$ cat src/rtl/oam_pkg.sv
package oam_pkg;
  localparam int unsigned OAM_AW          = 8;
  localparam int unsigned OAM_DW          = 8;
  localparam logic [1:0]  OAM_LEN_TWO     = 2'h2;
  localparam logic [1:0]  OAM_LEN_THREE   = 2'h3;
  localparam logic [7:0]  OAM_INDEX_RESET = 8'h00;
  localparam logic [7:0]  OAM_PTR_STEP    = 8'h01;

  // Addressing modes handled by this block
  typedef enum logic [2:0] {
    OAM_MODE_DST_DIRECT  = 3'h0,
    OAM_MODE_DST_INDEXED = 3'h1,
    OAM_MODE_DD_IMM      = 3'h2,
    OAM_MODE_DX_IMM      = 3'h3,
    OAM_MODE_DD_DIRECT   = 3'h4,
    OAM_MODE_SRC_IND_INC = 3'h5,
    OAM_MODE_DST_IND_INC = 3'h6
  } oam_mode_e;

  typedef enum logic [2:0] {
    OAM_OP_COPY = 3'h0,
    OAM_OP_ADD  = 3'h1,
    OAM_OP_SUB  = 3'h2,
    OAM_OP_AND  = 3'h3,
    OAM_OP_OR   = 3'h4,
    OAM_OP_XOR  = 3'h5,
    OAM_OP_INDIRECT_POST_INCREMENT_MOVE = 3'h6
  } oam_op_e;

  // Gray-coded sequence along the usual path
  typedef enum logic [2:0] {
    OAM_ST_IDLE  = 3'b000,
    OAM_ST_PTR   = 3'b001,
    OAM_ST_READ  = 3'b011,
    OAM_ST_WRITE = 3'b010,
    OAM_ST_INC   = 3'b110,
    OAM_ST_ERR   = 3'b111
  } oam_state_e;
endpackage

$ cat src/rtl/oam_operand_address_modes.sv
`timescale 1ns/1ns
module oam_operand_address_modes
  import oam_pkg::*;
(
  input  wire logic              clk_i,
  input  wire logic              rstn_i,
  input  wire logic              start_i,
  input  wire logic [2:0]        mode_i,
  input  wire logic [2:0]        op_i,
  input  wire logic              reg_space_i,
  input  wire logic [7:0]        operand1_i,
  input  wire logic [7:0]        operand2_i,
  input  wire logic [7:0]        acc_i,
  input  wire logic              index_we_i,
  input  wire logic [7:0]        index_wdata_i,
  input  wire logic [7:0]        mem_rdata_i,
  output logic                   busy_o,
  output logic                   done_o,
  output logic                   illegal_o,
  output logic [1:0]             length_o,
  output logic                   mem_rd_o,
  output logic                   mem_wr_o,
  output logic                   mem_reg_space_o,
  output logic [7:0]             mem_addr_o,
  output logic [7:0]             mem_wdata_o,
  output logic                   acc_we_o,
  output logic [7:0]             acc_wdata_o,
  output logic [7:0]             index_o
);

  oam_state_e st_reg, st_next;
  logic [7:0] index_reg, index_next;
  logic [2:0] mode_reg, mode_next;
  logic [2:0] op_reg, op_next;
  logic       rs_reg, rs_next;
  logic [7:0] op1_reg, op1_next, op2_reg, op2_next;
  logic [7:0] acc_reg, acc_next;
  logic [7:0] ptr_reg, ptr_next;
  logic       done_reg, done_next, ill_reg, ill_next;
  logic [1:0] len_reg, len_next;
  logic       rd_reg, rd_next, wr_reg, wr_next, rso_reg, rso_next;
  logic [7:0] addr_reg, addr_next, wd_reg, wd_next;
  logic       awe_reg, awe_next;
  logic [7:0] awd_reg, awd_next;
  logic [7:0] idx_sum;
  logic [7:0] alu_a, alu_res;
  logic       legal;

  assign idx_sum = 8'(op1_reg + index_reg);

  // First source of the operation: immediate or accumulator
  always_comb begin
    if (mode_reg == OAM_MODE_DD_IMM || mode_reg == OAM_MODE_DX_IMM) begin
      alu_a = op2_reg;
    end else begin
      alu_a = acc_reg;
    end
    // Memory operand is taken straight off the read port, so the result
    // is only meaningful in the write state
    case (op_reg)
      OAM_OP_ADD: alu_res = 8'(alu_a + mem_rdata_i);
      OAM_OP_SUB: alu_res = 8'(mem_rdata_i - alu_a);
      OAM_OP_AND: alu_res = alu_a & mem_rdata_i;
      OAM_OP_OR:  alu_res = alu_a | mem_rdata_i;
      OAM_OP_XOR: alu_res = alu_a ^ mem_rdata_i;
      default:    alu_res = alu_a;
    endcase
  end

  // Mode-to-instruction legality
  always_comb begin
    case (mode_i)
      OAM_MODE_DD_DIRECT:
        legal = (op_i == OAM_OP_COPY);
      OAM_MODE_SRC_IND_INC, OAM_MODE_DST_IND_INC:
        legal = (op_i == OAM_OP_INDIRECT_POST_INCREMENT_MOVE);
      OAM_MODE_DST_DIRECT, OAM_MODE_DST_INDEXED,
      OAM_MODE_DD_IMM, OAM_MODE_DX_IMM:
        // Unused operation codes are refused as well
        legal = (op_i <= OAM_OP_XOR);
      default:
        legal = 1'b0;
    endcase
  end

  always_comb begin
    st_next    = st_reg;
    index_next = index_we_i ? index_wdata_i : index_reg;
    mode_next  = mode_reg;
    op_next    = op_reg;
    rs_next    = rs_reg;
    op1_next   = op1_reg;
    op2_next   = op2_reg;
    acc_next   = acc_reg;
    ptr_next   = ptr_reg;
    done_next  = 1'b0;
    ill_next   = 1'b0;
    len_next   = len_reg;
    rd_next    = 1'b0;
    wr_next    = 1'b0;
    rso_next   = rso_reg;
    addr_next  = addr_reg;
    wd_next    = wd_reg;
    awe_next   = 1'b0;
    awd_next   = awd_reg;
    case (st_reg)
      OAM_ST_IDLE: begin
        if (start_i) begin
          mode_next = mode_i;
          op_next   = op_i;
          rs_next   = reg_space_i;
          op1_next  = operand1_i;
          op2_next  = operand2_i;
          acc_next  = acc_i;
          if (mode_i == OAM_MODE_DD_IMM || mode_i == OAM_MODE_DX_IMM ||
              mode_i == OAM_MODE_DD_DIRECT) begin
            len_next = OAM_LEN_THREE;
          end else begin
            len_next = OAM_LEN_TWO;
          end
          if (!legal) begin
            st_next = OAM_ST_ERR;
          end else begin
            st_next = OAM_ST_PTR;
          end
        end
      end
      OAM_ST_PTR: begin
        // Issue the first read: operand location or pointer cell
        rd_next = 1'b1;
        case (mode_reg)
          OAM_MODE_DST_INDEXED, OAM_MODE_DX_IMM: begin
            addr_next = idx_sum;
            rso_next  = rs_reg;
          end
          OAM_MODE_DD_DIRECT: begin
            addr_next = op2_reg;
            rso_next  = 1'b0;
          end
          OAM_MODE_SRC_IND_INC, OAM_MODE_DST_IND_INC: begin
            addr_next = op1_reg;
            rso_next  = 1'b0;
          end
          default: begin
            addr_next = op1_reg;
            rso_next  = rs_reg;
          end
        endcase
        st_next = OAM_ST_READ;
      end
      OAM_ST_READ: begin
        // Memory samples the strobe at this edge; its data follows
        st_next = OAM_ST_WRITE;
      end
      OAM_ST_WRITE: begin
        // Read data stands for this one cycle only
        if (mode_reg == OAM_MODE_SRC_IND_INC ||
            mode_reg == OAM_MODE_DST_IND_INC) begin
          ptr_next = mem_rdata_i;
        end
        case (mode_reg)
          OAM_MODE_SRC_IND_INC: begin
            rd_next   = 1'b1;
            addr_next = mem_rdata_i;
            st_next   = OAM_ST_INC;
          end
          OAM_MODE_DST_IND_INC: begin
            wr_next   = 1'b1;
            addr_next = mem_rdata_i;
            wd_next   = acc_reg;
            st_next   = OAM_ST_INC;
          end
          OAM_MODE_DD_DIRECT: begin
            wr_next   = 1'b1;
            addr_next = op1_reg;
            wd_next   = mem_rdata_i;
            done_next = 1'b1;
            st_next   = OAM_ST_IDLE;
          end
          default: begin
            // Destination address equals the location just read
            wr_next   = 1'b1;
            wd_next   = alu_res;
            done_next = 1'b1;
            st_next   = OAM_ST_IDLE;
          end
        endcase
      end
      OAM_ST_INC: begin
        if (mode_reg == OAM_MODE_SRC_IND_INC && !awe_reg &&
            rd_reg) begin
          // Wait one cycle for the pointed byte
          st_next = OAM_ST_INC;
        end else begin
          if (mode_reg == OAM_MODE_SRC_IND_INC) begin
            awe_next = 1'b1;
            awd_next = mem_rdata_i;
          end
          wr_next   = 1'b1;
          rso_next  = 1'b0;
          addr_next = op1_reg;
          wd_next   = 8'(ptr_reg + OAM_PTR_STEP);
          done_next = 1'b1;
          st_next   = OAM_ST_IDLE;
        end
      end
      OAM_ST_ERR: begin
        ill_next  = 1'b1;
        done_next = 1'b1;
        st_next   = OAM_ST_IDLE;
      end
      default: st_next = OAM_ST_IDLE;
    endcase
  end

  always_ff @(posedge clk_i or negedge rstn_i) begin
    if (!rstn_i) begin
      st_reg    <= OAM_ST_IDLE;
      index_reg <= OAM_INDEX_RESET;
      mode_reg  <= OAM_MODE_DST_DIRECT;
      op_reg    <= OAM_OP_COPY;
      rs_reg    <= 1'b0;
      op1_reg   <= 8'h00;
      op2_reg   <= 8'h00;
      acc_reg   <= 8'h00;
      ptr_reg   <= 8'h00;
      done_reg  <= 1'b0;
      ill_reg   <= 1'b0;
      len_reg   <= 2'h0;
      rd_reg    <= 1'b0;
      wr_reg    <= 1'b0;
      rso_reg   <= 1'b0;
      addr_reg  <= 8'h00;
      wd_reg    <= 8'h00;
      awe_reg   <= 1'b0;
      awd_reg   <= 8'h00;
    end else begin
      st_reg    <= st_next;
      index_reg <= index_next;
      mode_reg  <= mode_next;
      op_reg    <= op_next;
      rs_reg    <= rs_next;
      op1_reg   <= op1_next;
      op2_reg   <= op2_next;
      acc_reg   <= acc_next;
      ptr_reg   <= ptr_next;
      done_reg  <= done_next;
      ill_reg   <= ill_next;
      len_reg   <= len_next;
      rd_reg    <= rd_next;
      wr_reg    <= wr_next;
      rso_reg   <= rso_next;
      addr_reg  <= addr_next;
      wd_reg    <= wd_next;
      awe_reg   <= awe_next;
      awd_reg   <= awd_next;
    end
  end

  assign busy_o          = (st_reg != OAM_ST_IDLE);
  assign done_o          = done_reg;
  assign illegal_o       = ill_reg;
  assign length_o        = len_reg;
  assign mem_rd_o        = rd_reg;
  assign mem_wr_o        = wr_reg;
  assign mem_reg_space_o = rso_reg;
  assign mem_addr_o      = addr_reg;
  assign mem_wdata_o     = wd_reg;
  assign acc_we_o        = awe_reg;
  assign acc_wdata_o     = awd_reg;
  assign index_o         = index_reg;

endmodule

$ cat config.mk
export PLATFORM = sky130hd
export DESIGN_NAME = oam_operand_address_modes
export DESIGN_NICKNAME = d
export VERILOG_FILES = /design/src/rtl/oam_pkg.sv /design/src/rtl/oam_operand_address_modes.sv
export SDC_FILE = /design/constraint.sdc
export NUM_CORES = 1
export LEC_CHECK = 0
export CORE_UTILIZATION = 31
export DETAILED_ROUTE_END_ITERATION = 7
export DONT_BUFFER_PORTS = 1
export PLACE_DENSITY = 0.48
export SYNTH_ARGS = -nofsm -noshare
export SYNTH_HDL_FRONTEND = slang
export SYNTH_SLANG_ARGS = --single-unit
$ cat constraint.sdc
create_clock -name clk_i -period 3.4 [get_ports clk_i]
set_clock_uncertainty 0.05 [all_clocks]
set_input_delay 0.34 -clock clk_i [delete_from_list [all_inputs] [get_ports clk_i]]
set_output_delay 0.34 -clock clk_i [all_outputs]
set_load 0.005 [all_outputs]
### Word level (Yosys, flattened, before mapping)

Index checks and enable logic that the tools add are counted.
W data, S select, Z words.

* word-level logic and storage cells: 109
* register bits: 82

* equality and inequality tests: 27
* magnitude comparators: 1
* $add $sub $neg: 4
* bitwise operators: 4
* reduce and logical (&&, ||, !) cells: 25
* mux-type cells: 29

Operators by type and width (number)
* $pmux W8 S2: 3
* $pmux W8 S3: 2
* $pmux W8 S5: 1
* $eq A3 B3 Y1 const B: 11
* $eq A3 B2 Y1 const B: 8
* $mux W8: 3
* $add A8 B8 Y8: 2
* $pmux W3 S5: 1
* $eq A3 B1 Y1 const B: 4
* $mux W3: 4
* $mux W1: 10
* $logic_not A3 Y1: 3
* $reduce_and A3 Y1: 3
* $add A8 B1 Y8 const B: 1
* $and A8 B8 Y8: 1
* $or A8 B8 Y8: 1
* $sub A8 B8 Y8: 1
* $xor A8 B8 Y8: 1
* $ne A2 B2 Y1 const B: 3
* $pmux W1 S2: 3
* $pmux W1 S3: 2
* $reduce_and A2 Y1: 3
* $reduce_bool A3 Y1: 2
* $reduce_or A2 Y1: 3
* 9 further kinds: 14

### Logic depth before layout (Yosys ltp)

* word-level depth: 7
* mapped depth: 15
* mapped depth without buffers: 13

### Worst setup path after synthesis

No wires, ideal clock.

* path type: reg2reg
* from: register op_reg[0]
* to: register wd_reg[7], in the netlist mem_wdata_o[7]
* arrival: 2629 ps
* period minus slack after synthesis: 2813 ps
* cell stages (with the launch flop): 15
* library setup time: 134 ps
* data required time: 3216 ps
* slack: 587 ps
* cells stage by stage: dfrtp_1 -> buf_2 -> buf_1 -> nor2_1 -> nor2_1 -> xnor2_1 -> inv_1 -> ha_1 -> nor2b_1 -> o31a_1 -> o2111ai_1 -> nand3_1 -> nor3b_1 -> mux2i_1 -> o21ai_1

* word-level cells in the longest chain between the ends: 4

RTL lines
* start: declaration: line oam_operand_address_modes.sv:34 `logic [2:0] op_reg, op_next;`
* start signal: assignment: line oam_operand_address_modes.sv:241 `op_reg <= op_next;`
* $eq A3 B3 Y1, or another cell as far along: line oam_operand_address_modes.sv:60 `case (op_reg)`
* $pmux W8 S5 *: line oam_operand_address_modes.sv:60
* $pmux W8 S3 *: line oam_operand_address_modes.sv:161 `case (mode_reg)`
* $pmux W8 S2 *: line oam_operand_address_modes.sv:106 `case (st_reg)`
* end signal: assignment: line oam_operand_address_modes.sv:254 `wd_reg <= wd_next;`
* end: declaration: line oam_operand_address_modes.sv:42 `logic [7:0] addr_reg, addr_next, wd_reg, wd_next;`

Every way passes the cells marked *; elsewhere a longest branch is shown, timed or not.
A chain may end at the register's enable or synchronous reset.

### Final worst setup path

* from: register mode_reg[1]
* to: register wd_reg[6], in the netlist mem_wdata_o[6]

* word-level cells in the longest chain between the ends: 7

RTL lines
* start: declaration: line oam_operand_address_modes.sv:33 `logic [2:0] mode_reg, mode_next;`
* start signal: assignment: line oam_operand_address_modes.sv:240 `mode_reg <= mode_next;`
* $eq A3 B2 Y1: line oam_operand_address_modes.sv:53 `if (mode_reg == OAM_MODE_DD_IMM || mode_reg == OAM_MODE_DX_IMM) begin`
* $logic_or A1 B1 Y1: line oam_operand_address_modes.sv:53
* $mux W8: line oam_operand_address_modes.sv:53
* $sub A8 B8 Y8, or another cell as far along: line oam_operand_address_modes.sv:62 `OAM_OP_SUB: alu_res = 8'(mem_rdata_i - alu_a);`
* $pmux W8 S5: line oam_operand_address_modes.sv:60
* $pmux W8 S3: line oam_operand_address_modes.sv:161
* $pmux W8 S2: line oam_operand_address_modes.sv:106

Parallel ways exist; a longest one is shown, timed or not.

==> impl_metrics.ini <==
[placed_design]
dp_hpwl_mm = 11.9
rd_place_congestion = 0.841
place.port_buffers = 0
place_area_um2 = 5670

[critical_path]
cp_max_fo = 11
cpMostUsedCell = sky130_fd_sc_hd__o21ai_1
type_of_the_worst_setup_path = reg2reg
worstSetupStartpointType = register
worst_ep_arrival_time_ns = 3.17
path_cells = nand2b_4 -> mux2_2 -> nor2_1 -> xnor2_1 -> ha_1 -> nor2b_1 -> o21ai_1 -> a21boi_0 -> o21a_1 -> or3_1 -> a31oi_1 -> o21ai_1
req_time_crit_path_ns = 3.58
crit_path_top_delay_cell = sky130_fd_sc_hd__dfrtp_1
worst_path_largest_cell_delay_ns = 0.41
endpoint_kind = register

[timing]
post-route-period-util = 0.879
finalHoldViolations = 0
setup_repair_after_global_routing_missed_its_margin = no
final.min_clock_period_ns = 2.99
report.final.slew_viol_count = 0
timing.final.setup_violations = 0
max_freq_mhz = 335
timing.setup.tns_ns = 0
max_slew.worst_pin.slew_ns = 1.08
relSlewSlack = 0.277

[clock_tree]
worstSkewPairLatency_ns = 0.35
cts_root_buf = sky130_fd_sc_hd__clkbuf_16
cts-buffers-inserted = 9
ctsLongestPathBuffers = 2
cts.htree.levels = 3
post_cts.resized_instances = 0
tritoncts = built
clock_sinks = 82
path_clk_slew_ns = 0.07

[yosys]
post_synth_inst_count = 559
synth_area_um2 = 5450
edff_count_synth = 0
synthFlopType = sky130_fd_sc_hd__dfrtp_1
ys_seq_elements = 82
asyncSetResetFlopFracSynth = 1.00
synthTopCellsByArea = sky130_fd_sc_hd__dfrtp_1, sky130_fd_sc_hd__mux2_2, sky130_fd_sc_hd__ha_1, sky130_fd_sc_hd__a21oi_1, sky130_fd_sc_hd__mux2i_1
synth.lib_cells_used.distinct = 66
synthesis.nets = 640
yosys_warnings = 0
post_synth_most_frequent_cells = sky130_fd_sc_hd__dfrtp_1, sky130_fd_sc_hd__a21oi_1, sky130_fd_sc_hd__mux2_2, sky130_fd_sc_hd__nor2_1
synthDominantAreaCellType = sky130_fd_sc_hd__dfrtp_1
synth.top_cell.area_share = 0.376
mean_syn_cell_area_um2 = 9.75
yosysSeqAreaShare = 0.376
yosysMostFrequentCell = sky130_fd_sc_hd__dfrtp_1

[power_and_ir_drop]
cellLeakagePower_nw = 2.59
power.ir.vdd_worst_mv = 0.353
fin_total_pwr_w = 0.00678
power.density_cell_area_nw_per_um2 = 1130

[floorplanning]
dieWidth_um = 135
num_rows = 48
ios = 92
chipHeight_um = 135
die-area_um2 = 18100
design.core.area_um2 = 17200
initial_core_util = 0.316

[routing]
finalWirelength_mm = 15.6
firstDrtPassIters = 4
antenna_violating_nets_post_route = 0
first_iter_violations = 326
vias = 4159
drt-wirelength-per-cell_um = 19.9
number_of_vias_per_cell_after_detailed_routing = 5.29
route.detailed.drc = 0

[worst_hold_path]
worst_hold_class = in2reg

[flow_run]
drv.max_cap_violation_count = 0

[finish]
num_antenna_cells = 0
final_area_um2 = 5970
area.growth.synth_to_final_pct = 9.62
num-nets-final = 637
drive_gt1_frac = 0.164

[grt]
grt_max_degree = 83
grt_usage = 0.180
vias_in_the_first_global_route = 4133
grt_pass1_wl_mm = 24.5
grt_antenna_before_repair = 0
grt.overflow.total = 0

[status]
outcome = completed
==> critical path: cells and delay by family, from the launching register on <==
kind / cells / cell delay, ns
and+or+nand+nor: 4 / 0.83
AOI/OAI and AO/OA: 5 / 0.75
DFF: 1 / 0.41
muxes: 1 / 0.40
adders and majority gates: 1 / 0.29
xor gates and xnor gates: 1 / 0.13
==> cell usage in the layout, fill, tap and decap left out, drive strengths merged, types with 3 or more instances in the layout <==
cell type / count
a211oi: 9
a21o: 3
a21oi: 52
a221oi: 6
a311oi: 7
a31oi: 3
buf: 14
clkbuf: 12
clkinv: 4
dfrtp: 82
ha: 28
inv: 25
mux2: 54
mux2i: 29
nand2: 35
nand2b: 12
nand3: 7
nor2: 47
nor2b: 13
nor3: 5
o21a: 4
o21ai: 46
o31ai: 3
or2: 3
xnor2: 18
xor2: 6
==> power by group <==
part	switching [W]	leakage [nW]	internal, W
sequential	0.000481	0.990	0.00139
clock	0.000410	0.131	0.000497
combinational	0.00220	1.47	0.00179
total	0.00309	2.59	0.00368
==> path summary, 6_finish.rpt <==
check                                   startpoint                     endpoint  slack, ns  cells past startpoint
max                        mode_reg[1]$_DFFE_PN0P_   mem_wdata_o[6]$_DFFE_PN0P_       0.41                     12
min                                        start_i        st_reg[0]$_DFFE_PN0P_       0.06                      1
max reg2reg                mode_reg[1]$_DFFE_PN0P_   mem_wdata_o[6]$_DFFE_PN0P_       0.41                     12
min reg2reg                length_o[1]$_DFFE_PN0P_      length_o[1]$_DFFE_PN0P_       0.46                      1
max in group asynchronous                   rstn_i  mem_reg_space_o$_DFFE_PN0P_       2.44                      2
min in group asynchronous                   rstn_i       acc_reg[4]$_DFFE_PN0P_       0.52                      2
==> per-stage QoR <==
step | hold WS [ns] | util | worst slack [ns] | instances
after floorplan | -0.00559 | - | 0.587 | 559
after global placement | -0.00274 | 0.329 | 0.465 | 768
after detailed placement | -0.00279 | 0.329 | 0.426 | 768
after CTS | 0.0486 | 0.347 | 0.406 | 786
after global routing | 0.0449 | 0.347 | 0.251 | 786
final | 0.0593 | 0.347 | 0.413 | 786
==> logic make-up after synthesis <==
| family | Yosys count | synth area share |
|---|---|---|
| AOI/OAI and AO/OA | 149 | 0.167 |
| and+or+nand+nor | 137 | 0.127 |
| muxes | 83 | 0.173 |
| DFF | 82 | 0.376 |
| buffers and inverters | 54 | 0.0459 |
| adders and majority gates | 30 | 0.0716 |
| xor gates and xnor gates | 24 | 0.0386 |
==> metal layers <==
metal,vias to the layer above,routed length (µm),track usage
met4,0,182,0.0506
met2,94,7230,0.284
met5,-,0,0
met1,2053,7280,0.241
met3,14,948,0.0526
li1,1998,-,-
==> layout make-up <==
| type | count | area [µm²] |
|---|---|---|
| timing repair buffer | 15 | 135 |
| clock inverter | 4 | 27.5 |
| fill | 1763 | 11300 |
| multi-input combinational | 423 | 3150 |
| inverter | 25 | 93.8 |
| clock buffer | 12 | 236 |
| tap | 225 | 282 |
| sequential | 82 | 2050 |
==> timing repair <==
action | CTS | global route
buffers inserted | 0 | 0
endpoints found under the hold margin | 82 | 0
hold buffers | 2 | 0
Note: power is estimated with default switching activity, not from simulation.
